$ cat src/rtl/ecnpm_cfg.svh
/*
 * Constants of the card and flash pin multiplexer: address spaces,
 * mode codes and the reset defaults of chip select 0.
 * Assumes a 32-bit system bus address and active-low memory strobes.
 */
// Overview of operation
// - Slot enables put card selects on pins 4/5
// - Card access swaps shared strobes to card signals
// - Card select 0 mirrors chip select four
// - Card direction held stable whole transfer
// - Card wait stretches controller access
// - Flash logic active in 0x4 space
// - Chip select three steers strobes to flash
// - Flash strobes drop when address leaves space
// - Flash enable replaces chip selects six, seven
// - Flash words told apart by address offset
// - Chip select 0 boots 16-bit byte-select
// - Bits 23..21 decode the card mode
// - I/O modes use I/O strobes, else memory
`ifndef ECNPM_CFG_SVH
`define ECNPM_CFG_SVH
// Top nibble of each chip-select space
`define ECNPM_SPACE_CS3    4'h4
`define ECNPM_SPACE_CS4    4'h5
`define ECNPM_SPACE_CS5    4'h6
// Card mode field position inside the address
`define ECNPM_MODE_MSB     23
`define ECNPM_MODE_LSB     21
// Card mode codes
`define ECNPM_MODE_ATTR    3'h0
`define ECNPM_MODE_COMMON  3'h2
`define ECNPM_MODE_IO      3'h4
`define ECNPM_MODE_IDE     3'h6
`define ECNPM_MODE_ALT_IDE 3'h7
// Chip select 0 defaults after reset
`define ECNPM_CS0_BYTE_SEL 1'h1
`define ECNPM_CS0_DBW_16   2'h1
`define ECNPM_CS0_CS_CTRL  1'h1
`endif

$ cat src/rtl/ecnpm_pkg.sv
/*
 * Types of the card and flash pin multiplexer.
 * Assumes nothing beyond the constants header.
 */
package ecnpm_pkg;
   // Class of the transfer currently on the bus
   typedef enum logic [2:0] {
      ECNPM_XF_IDLE  = 3'h1,
      ECNPM_XF_CARD  = 3'h2,
      ECNPM_XF_OTHER = 3'h4
   } ecnpm_xfer_e;
   // Card mode field as decoded from the address
   typedef logic [2:0] ecnpm_mode_t;
endpackage : ecnpm_pkg
$ cat src/rtl/ecnpm_mux.sv
/*
 * Pin multiplexer of the external bus interface for two card slots
 * on chip selects 4/5 and a flash device on chip select 3.
 * Assumes the memory controller strobes and chip selects arrive
 * synchronous to clk_in; all outputs except external_wait_n_out are registered once.
 */
`timescale 1ns/1ns
`include "ecnpm_cfg.svh"
module ecnpm_mux #(
   parameter int ADDR_W = 32   // System bus address width
) (
   // Clock and reset
   input  wire logic               clk_in,
   input  wire logic               srst_in,
   // Assignment bits of the chip select assignment register
   input  wire logic               card_slot0_enable_in,
   input  wire logic               card_slot1_enable_in,
   input  wire logic               nand_enable_in,
   // Current transfer from the memory controller
   input  wire logic               xfer_active_in,
   input  wire logic [ADDR_W-1:0]  xfer_addr_in,
   input  wire logic               xfer_read_in,
   // Static memory controller strobes, active low, and address 25
   input  wire logic [7:0]         ctl_cs_n_in,
   input  wire logic               read_strobe_n_in,
   input  wire logic               write_strobe0_n_in,
   input  wire logic               write_byte_select1_n_in,
   input  wire logic               write_byte_select3_n_in,
   input  wire logic               ctl_a25_in,
   // Card wait from the slot, active low
   input  wire logic               card_wait_n_in,
   // Wait toward the memory controller
   output logic                    external_wait_n_out,
   // Dedicated and shared pins
   output logic                    chip_select_three_n_out,
   output logic                    chip_select_four_n_out,
   output logic                    chip_select_five_n_out,
   output logic                    chip_select_six_n_out,
   output logic                    chip_select_seven_n_out,
   output logic                    pin_rd_oe_n_out,
   output logic                    pin_wr0_we_n_out,
   output logic                    pin_bs1_ior_n_out,
   output logic                    pin_bs3_iow_n_out,
   output logic                    pin_a25_rnw_out,
   // Status of the current card transfer
   output ecnpm_pkg::ecnpm_mode_t  card_mode_out,
   output logic                    card_access_out,
   // Chip select 0 boot configuration
   output logic                    cs0_byte_select_out,
   output logic [1:0]              cs0_bus_width_out,
   output logic                    cs0_cs_strobes_out
);
   import ecnpm_pkg::*;

   // Refuse address widths that cannot hold the space nibble at 31:28
   if (ADDR_W < 32) begin : g_bad_width
      $error("ecnpm_mux: ADDR_W must be at least 32");
   end

   //////////////////////////////////////////////////////////////////
   // Address decode
   //////////////////////////////////////////////////////////////////
   logic [3:0]   space;        // Top nibble of the address
   logic         card_hit;     // Access to an enabled card slot
   logic         nand_hit;     // Access to the enabled flash space
   ecnpm_mode_t  mode;         // Card mode field
   logic         io_mode;      // I/O or true IDE style strobes
   logic         ide_mode;     // True IDE or its alternate

   // Classify the transfer from its address
   always_comb begin
      space    = xfer_addr_in[31:28];
      card_hit = xfer_active_in &&
                 ((space == `ECNPM_SPACE_CS4 && card_slot0_enable_in) ||
                  (space == `ECNPM_SPACE_CS5 && card_slot1_enable_in));
      nand_hit = xfer_active_in && nand_enable_in &&
                 (space == `ECNPM_SPACE_CS3);
      mode     = xfer_addr_in[`ECNPM_MODE_MSB:`ECNPM_MODE_LSB];
      ide_mode = (mode == `ECNPM_MODE_IDE) ||
                 (mode == `ECNPM_MODE_ALT_IDE);
      io_mode  = (mode == `ECNPM_MODE_IO) || ide_mode;
   end

   // Card wait passes straight to the controller during card access
   always_comb begin
      external_wait_n_out = card_hit ? card_wait_n_in : 1'h1;
   end

   //////////////////////////////////////////////////////////////////
   // Transfer tracker and held direction
   //////////////////////////////////////////////////////////////////
   ecnpm_xfer_e xfer_r, xfer_nxt;  // Class of the running transfer
   logic        rnw_r, rnw_nxt;    // Card direction, held per transfer

   // Catch direction at the first cycle of each card transfer
   always_comb begin
      xfer_nxt = xfer_r;
      rnw_nxt  = rnw_r;
      unique case (xfer_r)
         ECNPM_XF_IDLE: begin
            if (card_hit) begin
               xfer_nxt = ECNPM_XF_CARD;
               rnw_nxt  = xfer_read_in;
            end else if (xfer_active_in) begin
               xfer_nxt = ECNPM_XF_OTHER;
            end
         end
         ECNPM_XF_CARD: begin
            // Direction frozen until the transfer ends
            if (!xfer_active_in) begin
               xfer_nxt = ECNPM_XF_IDLE;
            end
         end
         ECNPM_XF_OTHER: begin
            if (!xfer_active_in) begin
               xfer_nxt = ECNPM_XF_IDLE;
            end
         end
      endcase
   end

   // Register tracker state
   always_ff @(posedge clk_in) begin
      if (srst_in) begin
         xfer_r <= ECNPM_XF_IDLE;
         rnw_r  <= 1'h1;
      end else begin
         xfer_r <= xfer_nxt;
         rnw_r  <= rnw_nxt;
      end
   end

   //////////////////////////////////////////////////////////////////
   // Pin multiplexing
   //////////////////////////////////////////////////////////////////
   logic        cs3_r, cs3_nxt;   // Chip select three pin
   logic        cs4_r, cs4_nxt;   // Chip select four / card select 0
   logic        cs5_r, cs5_nxt;   // Chip select five / card select 1
   logic        cs6_r, cs6_nxt;   // Chip select six / flash read
   logic        cs7_r, cs7_nxt;   // Chip select seven / flash write
   logic        rd_r, rd_nxt;     // Read strobe / card output enable
   logic        wr0_r, wr0_nxt;   // Write strobe / card write enable
   logic        bs1_r, bs1_nxt;   // Byte select 1 / card I/O read
   logic        bs3_r, bs3_nxt;   // Byte select 3 / card I/O write
   logic        a25_r, a25_nxt;   // Address 25 / card direction
   logic        card_r, card_nxt; // Card access flag
   ecnpm_mode_t mode_r, mode_nxt; // Card mode of last card access
   logic        fl_oe, fl_we;     // Flash strobes before the pin mux
   logic        rnw_now;          // Direction valid from first cycle

   // Compute next pin values
   always_comb begin
      rnw_now  = (xfer_r == ECNPM_XF_CARD) ? rnw_r : xfer_read_in;
      // Flash strobes only with chip select three inside its space
      fl_oe    = (nand_hit && !ctl_cs_n_in[3]) ?
                 read_strobe_n_in : 1'h1;
      // Same strobes for command, address and data words
      fl_we    = (nand_hit && !ctl_cs_n_in[3]) ?
                 write_strobe0_n_in : 1'h1;
      cs3_nxt  = ctl_cs_n_in[3];
      // Card select carries the chip select waveform unchanged
      cs4_nxt  = ctl_cs_n_in[4];
      cs5_nxt  = ctl_cs_n_in[5];
      cs6_nxt  = nand_enable_in ? fl_oe : ctl_cs_n_in[6];
      cs7_nxt  = nand_enable_in ? fl_we : ctl_cs_n_in[7];
      card_nxt = card_hit;
      mode_nxt = card_hit ? mode : mode_r;
      if (card_hit) begin
         // Card strobes by mode
         if (io_mode) begin
            rd_nxt  = ide_mode ? 1'h0 : 1'h1;
            wr0_nxt = 1'h1;
            bs1_nxt = read_strobe_n_in;
            bs3_nxt = write_strobe0_n_in;
         end else begin
            rd_nxt  = read_strobe_n_in;
            wr0_nxt = write_strobe0_n_in;
            bs1_nxt = 1'h1;
            bs3_nxt = 1'h1;
         end
         a25_nxt = rnw_now;
      end else begin
         // Normal bus functions
         rd_nxt  = read_strobe_n_in;
         wr0_nxt = write_strobe0_n_in;
         bs1_nxt = write_byte_select1_n_in;
         bs3_nxt = write_byte_select3_n_in;
         a25_nxt = ctl_a25_in;
      end
   end

   // Register pins; idle levels under reset
   always_ff @(posedge clk_in) begin
      if (srst_in) begin
         cs3_r  <= 1'h1;
         cs4_r  <= 1'h1;
         cs5_r  <= 1'h1;
         cs6_r  <= 1'h1;
         cs7_r  <= 1'h1;
         rd_r   <= 1'h1;
         wr0_r  <= 1'h1;
         bs1_r  <= 1'h1;
         bs3_r  <= 1'h1;
         a25_r  <= 1'h0;
         card_r <= 1'h0;
         mode_r <= `ECNPM_MODE_ATTR;
      end else begin
         cs3_r  <= cs3_nxt;
         cs4_r  <= cs4_nxt;
         cs5_r  <= cs5_nxt;
         cs6_r  <= cs6_nxt;
         cs7_r  <= cs7_nxt;
         rd_r   <= rd_nxt;
         wr0_r  <= wr0_nxt;
         bs1_r  <= bs1_nxt;
         bs3_r  <= bs3_nxt;
         a25_r  <= a25_nxt;
         card_r <= card_nxt;
         mode_r <= mode_nxt;
      end
   end

   //////////////////////////////////////////////////////////////////
   // Chip select 0 boot configuration
   //////////////////////////////////////////////////////////////////
   logic       bsel_r;   // Byte select mode
   logic [1:0] dbw_r;    // Data bus width code
   logic       csc_r;    // Strobes controlled by chip select

   // Loaded by reset, steady afterwards
   always_ff @(posedge clk_in) begin
      if (srst_in) begin
         bsel_r <= `ECNPM_CS0_BYTE_SEL;
         dbw_r  <= `ECNPM_CS0_DBW_16;
         csc_r  <= `ECNPM_CS0_CS_CTRL;
      end
   end

   // Drive outputs from registers
   assign chip_select_three_n_out = cs3_r;
   assign chip_select_four_n_out  = cs4_r;
   assign chip_select_five_n_out  = cs5_r;
   assign chip_select_six_n_out   = cs6_r;
   assign chip_select_seven_n_out = cs7_r;
   assign pin_rd_oe_n_out         = rd_r;
   assign pin_wr0_we_n_out        = wr0_r;
   assign pin_bs1_ior_n_out       = bs1_r;
   assign pin_bs3_iow_n_out       = bs3_r;
   assign pin_a25_rnw_out         = a25_r;
   assign card_access_out         = card_r;
   assign card_mode_out           = mode_r;
   assign cs0_byte_select_out     = bsel_r;
   assign cs0_bus_width_out       = dbw_r;
   assign cs0_cs_strobes_out      = csc_r;
endmodule : ecnpm_mux

$ cat config.mk
export PLATFORM = sky130hd
export DESIGN_NAME = ecnpm_mux
export DESIGN_NICKNAME = d
export VERILOG_FILES = /design/src/rtl/ecnpm_pkg.sv /design/src/rtl/ecnpm_mux.sv
export VERILOG_INCLUDE_DIRS = /design/src /design/src/rtl
export SDC_FILE = /design/constraint.sdc
export NUM_CORES = 1
export LEC_CHECK = 0
export BUFFER_PORTS_ARGS = -buffer_cell sky130_fd_sc_hd__buf_2
export CORE_ASPECT_RATIO = 1.2
export CORE_MARGIN = 2
export CORE_UTILIZATION = 38
export DETAILED_ROUTE_END_ITERATION = 12
export GPL_ROUTABILITY_DRIVEN = 0
export GPL_TIMING_DRIVEN = 0
export PLACE_DENSITY = 0.84
export SYNTH_ARGS = -nofsm -noshare
export SYNTH_HDL_FRONTEND = slang
export SYNTH_SLANG_ARGS = --single-unit
$ cat constraint.sdc
create_clock -name clk_in -period 1.39 [get_ports clk_in]
set_input_delay 0.278 -clock clk_in [delete_from_list [all_inputs] [get_ports clk_in]]
set_output_delay 0.278 -clock clk_in [all_outputs]
set_load 0.03 [all_outputs]
==> tab_implementation.tex <==
\begin{tabular}{lr}
\hline
Metric & Value \\
\hline
\multicolumn{2}{l}{\textbf{Floorplan}} \\
\quad Die height & 56.9 um \\
\quad Count of pins on the block boundary & 72 \\
\quad Starting Density & 39.2\% \\
\quad Horizontal die dimension & 48.1 um \\
\quad Number of standard-cell rows in the floorplan & 19 \\
\quad DIE AREA & 2730 um2 \\
\quad Area of the core & 2260 um2 \\
\multicolumn{2}{l}{\textbf{STA}} \\
\quad Maximum clock skew at final layout & 0.000123 ns \\
\quad Period utilisation layout & 94.2\% \\
\quad Slew of the pin with the lowest slew margin & 0.473 ns \\
\quad Post-route setup slack & 0.0807 ns \\
\quad Final count of hold timing violations & 0 \\
\quad Count of final setup violators & 0 \\
\quad Setup repair after global routing missed its margin & false \\
\quad Number of pins exceeding their max-slew limit in the final report & 0 \\
\quad Worst-case headroom to the max-slew limit & 67.7\% \\
\quad Clock period minus worst slack & 1.31 ns \\
\quad Max Fclk & 764 MHz \\
\quad Setup\_tns & 0 ns \\
\multicolumn{2}{l}{\textbf{Finish}} \\
\quad Share of cells above drive strength 1 & 43.9\% \\
\quad Count of inserted antenna diode cells & 0 \\
\quad Highest-count cells in the layout ignoring fill and taps & buf\_2, dfxtp\_1, nand2b\_1 \\
\quad Most frequent standard cell in the layout excluding fill and tap cells & buf\_2 \\
\quad Summed area of non-filler cells in the final layout & 1170 um2 \\
\quad Layout overhead on the synthesized area & 31.6\% \\
\quad Final layout net count & 187 \\
\multicolumn{2}{l}{\textbf{Setup path}} \\
\quad Maximum cell stage delay along the critical path & 0.20 ns \\
\quad Cell with the largest stage delay on the worst path & nand3b\_4 \\
\quad Data required, critical path & 1.11 ns \\
\quad Crit Path Max Fanout & 6 \\
\quad Nature of the critical path startpoint & input pin \\
\quad Largest delay contributor family on the critical path & buffers and inverters \\
\quad Worst path cell trace & buf\_2 > nand3b\_4 > a21oi\_4 > nand2b\_1 > buf\_2 \\
\quad Crit path DAT & 1.03 ns \\
\quad Most used cell, CP & buf\_2 \\
\quad Total buffers and inverters traversed by the critical path & 2 \\
\quad Category of the worst setup path capture point & output pin \\
\quad Kind of critical path & input pin to output pin \\
\multicolumn{2}{l}{\textbf{Clock tree}} \\
\quad CTS H-tree depth & 1 \\
\quad Clock tree from TritonCTS & yes \\
\quad Post-CTS Hold Buffers & 0 \\
\quad Num CTS Buffers & 3 \\
\quad CTS sink cnt & 18 \\
\quad Skew-Pair Late Insertion Delay & 0.29 ns \\
\quad Root Driver & clkbuf\_4 \\
\quad Clock input transition at the sequential cells of the worst setup and hold paths & 0.09 ns \\
\quad Clock Path Buffers & 2 \\
\multicolumn{2}{l}{\textbf{GRT}} \\
\quad Final global-route overflow total & 0 \\
\quad Vias in the first global route & 829 \\
\quad Largest net degree at the start of global routing & 11 \\
\quad GR met3 Demand/Resource & 3.22\% \\
\quad M1 GR Usage & 16.4\% \\
\quad Global-route wire length before repair & 3150 um \\
\quad Antenna violations before repair & 0 \\
\quad Global routing usage on met2 & 28.2\% \\
\quad Global Route Usage Sum & 15.7\% \\
\quad Global routing's busiest layer & met2 \\
\multicolumn{2}{l}{\textbf{Logic synthesis}} \\
\quad Sequential cell area fraction in the yosys report & 40.7\% \\
\quad Seq cells post-synth & 18 \\
\quad Mean instance size in the synthesized netlist & 10.2 um2 \\
\quad Count of mapped cells out of synthesis & 87 \\
\quad Asr flop ratio synth & 0\% \\
\quad Post-synthesis cell type count & 33 \\
\quad Netlist area before placement & 886 um2 \\
\quad Top FF cell, synth & dfxtp\_1 \\
\quad Number of enable flip-flop cells after synthesis & 0 \\
\quad YS warnings & 0 \\
\multicolumn{2}{l}{\textbf{Detailed routing}} \\
\quad DR vias & 847 \\
\quad Via-to-Cell Ratio & 5.20 \\
\quad Starting DRT DRC Count & 27 \\
\quad Number of iterations in the first detailed-routing pass & 4 \\
\quad Post-DRT Antenna Nets & 0 \\
\quad Number of design rule violations left after detail routing & 0 \\
\quad Final Routed Wirelength & 1990 um \\
\quad Routed wirelength normalized by instance count & 12.2 um \\
\multicolumn{2}{l}{\textbf{Placed design}} \\
\quad Total of buffers placed on input and output ports & 39 \\
\quad Worst slack at placement & -0.121 ns \\
\quad Cell area after placement & 1130 um2 \\
\quad DP Wirelength & 1560 um \\
\multicolumn{2}{l}{\textbf{Power}} \\
\quad Pleak & 0.524 nW \\
\quad Worst VDD drop & 443 uV \\
\quad Pwr/cell area & 882 nW/um2 \\
\multicolumn{2}{l}{\textbf{Status}} \\
\quad Outcome & finished, final reports clean \\
\multicolumn{2}{l}{\textbf{Run}} \\
\quad Count of maximum capacitance violations & 0 \\
\multicolumn{2}{l}{\textbf{Worst hold path}} \\
\quad HP Class & input pin to register \\
\hline
\end{tabular}
==> routing by layer <==
metal  wire length (um)  share of wire (%)
met2               1020                 51
met1                775                 39
met5                  0                  0
met3                133                6.7
met4                 62                3.1
==> Yosys cell counts (all sizes together) (2+ instances only) <==
cell	number	area, um2
mux2i	7	70.1
a21oi	2	13.8
nand2b	10	62.6
nor4	2	12.5
a2111oi	2	23.8
dfxtp	18	360
o32ai	2	17.5
or2	3	18.8
buf	4	30.0
clkbuf	2	7.51
inv	2	7.51
nand3b	5	75.1
or3b	3	28.8
o31ai	2	15.0
conb	2	7.51
nor2	7	26.3
nor2b	2	12.5
==> area by class of cell <==
type,count,area (um2)
Tap cell,31,38.8
Clock buffer,3,22.5
Timing Repair Buffer,40,203
Buffer,6,37.5
Sequential cell,18,362
Fill cell,208,1090
Multi-Input combinational cell,63,495
Inverter,2,7.51
==> timing repair <==
item,in CTS,in global routing
pin swaps,1,0
gates resized for setup,1,1
buffers inserted,1,0
setup endpoints to repair,1,1
==> path summary, 6_finish.rpt <==
path / startpoint / end / slack, ns / depth (start not counted)
max: xfer_addr_in[29] / external_wait_n_out / 0.08 / 5
max reg2reg: xfer_r[2] / rnw_r / 0.10 / 3
min reg2reg: card_mode_out[1] / card_mode_out[1] / 0.48 / 2
min: ctl_cs_n_in[4] / chip_select_four_n_out / 0.17 / 2
==> cell families after synthesis <==
group,after synthesis,synth area share [%]
buffers and inverters,8,5.09
xor gates and xnor gates,1,0.989
other,2,0.848
and+or+nand+nor,36,29.7
DFF,18,40.7
AOI/OAI and AO/OA,15,14.8
muxes,7,7.91
==> power breakdown <==
group | internal [mW] | switching (mW) | leakage, nW | total [mW]
logic | 0.0953 | 0.127 | 0.361 | 0.222
registers | 0.540 | 0.0134 | 0.149 | 0.553
clock network | 0.101 | 0.153 | 0.0138 | 0.253
==> through the flow <==
stage,util (%),cells,hold slack (ns),total power [mW]
floorplan,-,89,0.379,0.704
global route,51.6,163,0.166,1.07
finish,51.6,163,0.165,1.03
global placement,49.9,159,0.456,0.776
detailed placement,49.9,159,0.465,0.784
CTS,51.6,163,0.163,1.04
==> worst register-to-register path, stage by stage, from the launching register on <==
cell,delay [ns]
dfxtp_1,0.37
or3b_4,0.43
a211oi_2,0.23
mux2i_1,0.20
(Power assumes the default switching activity.)
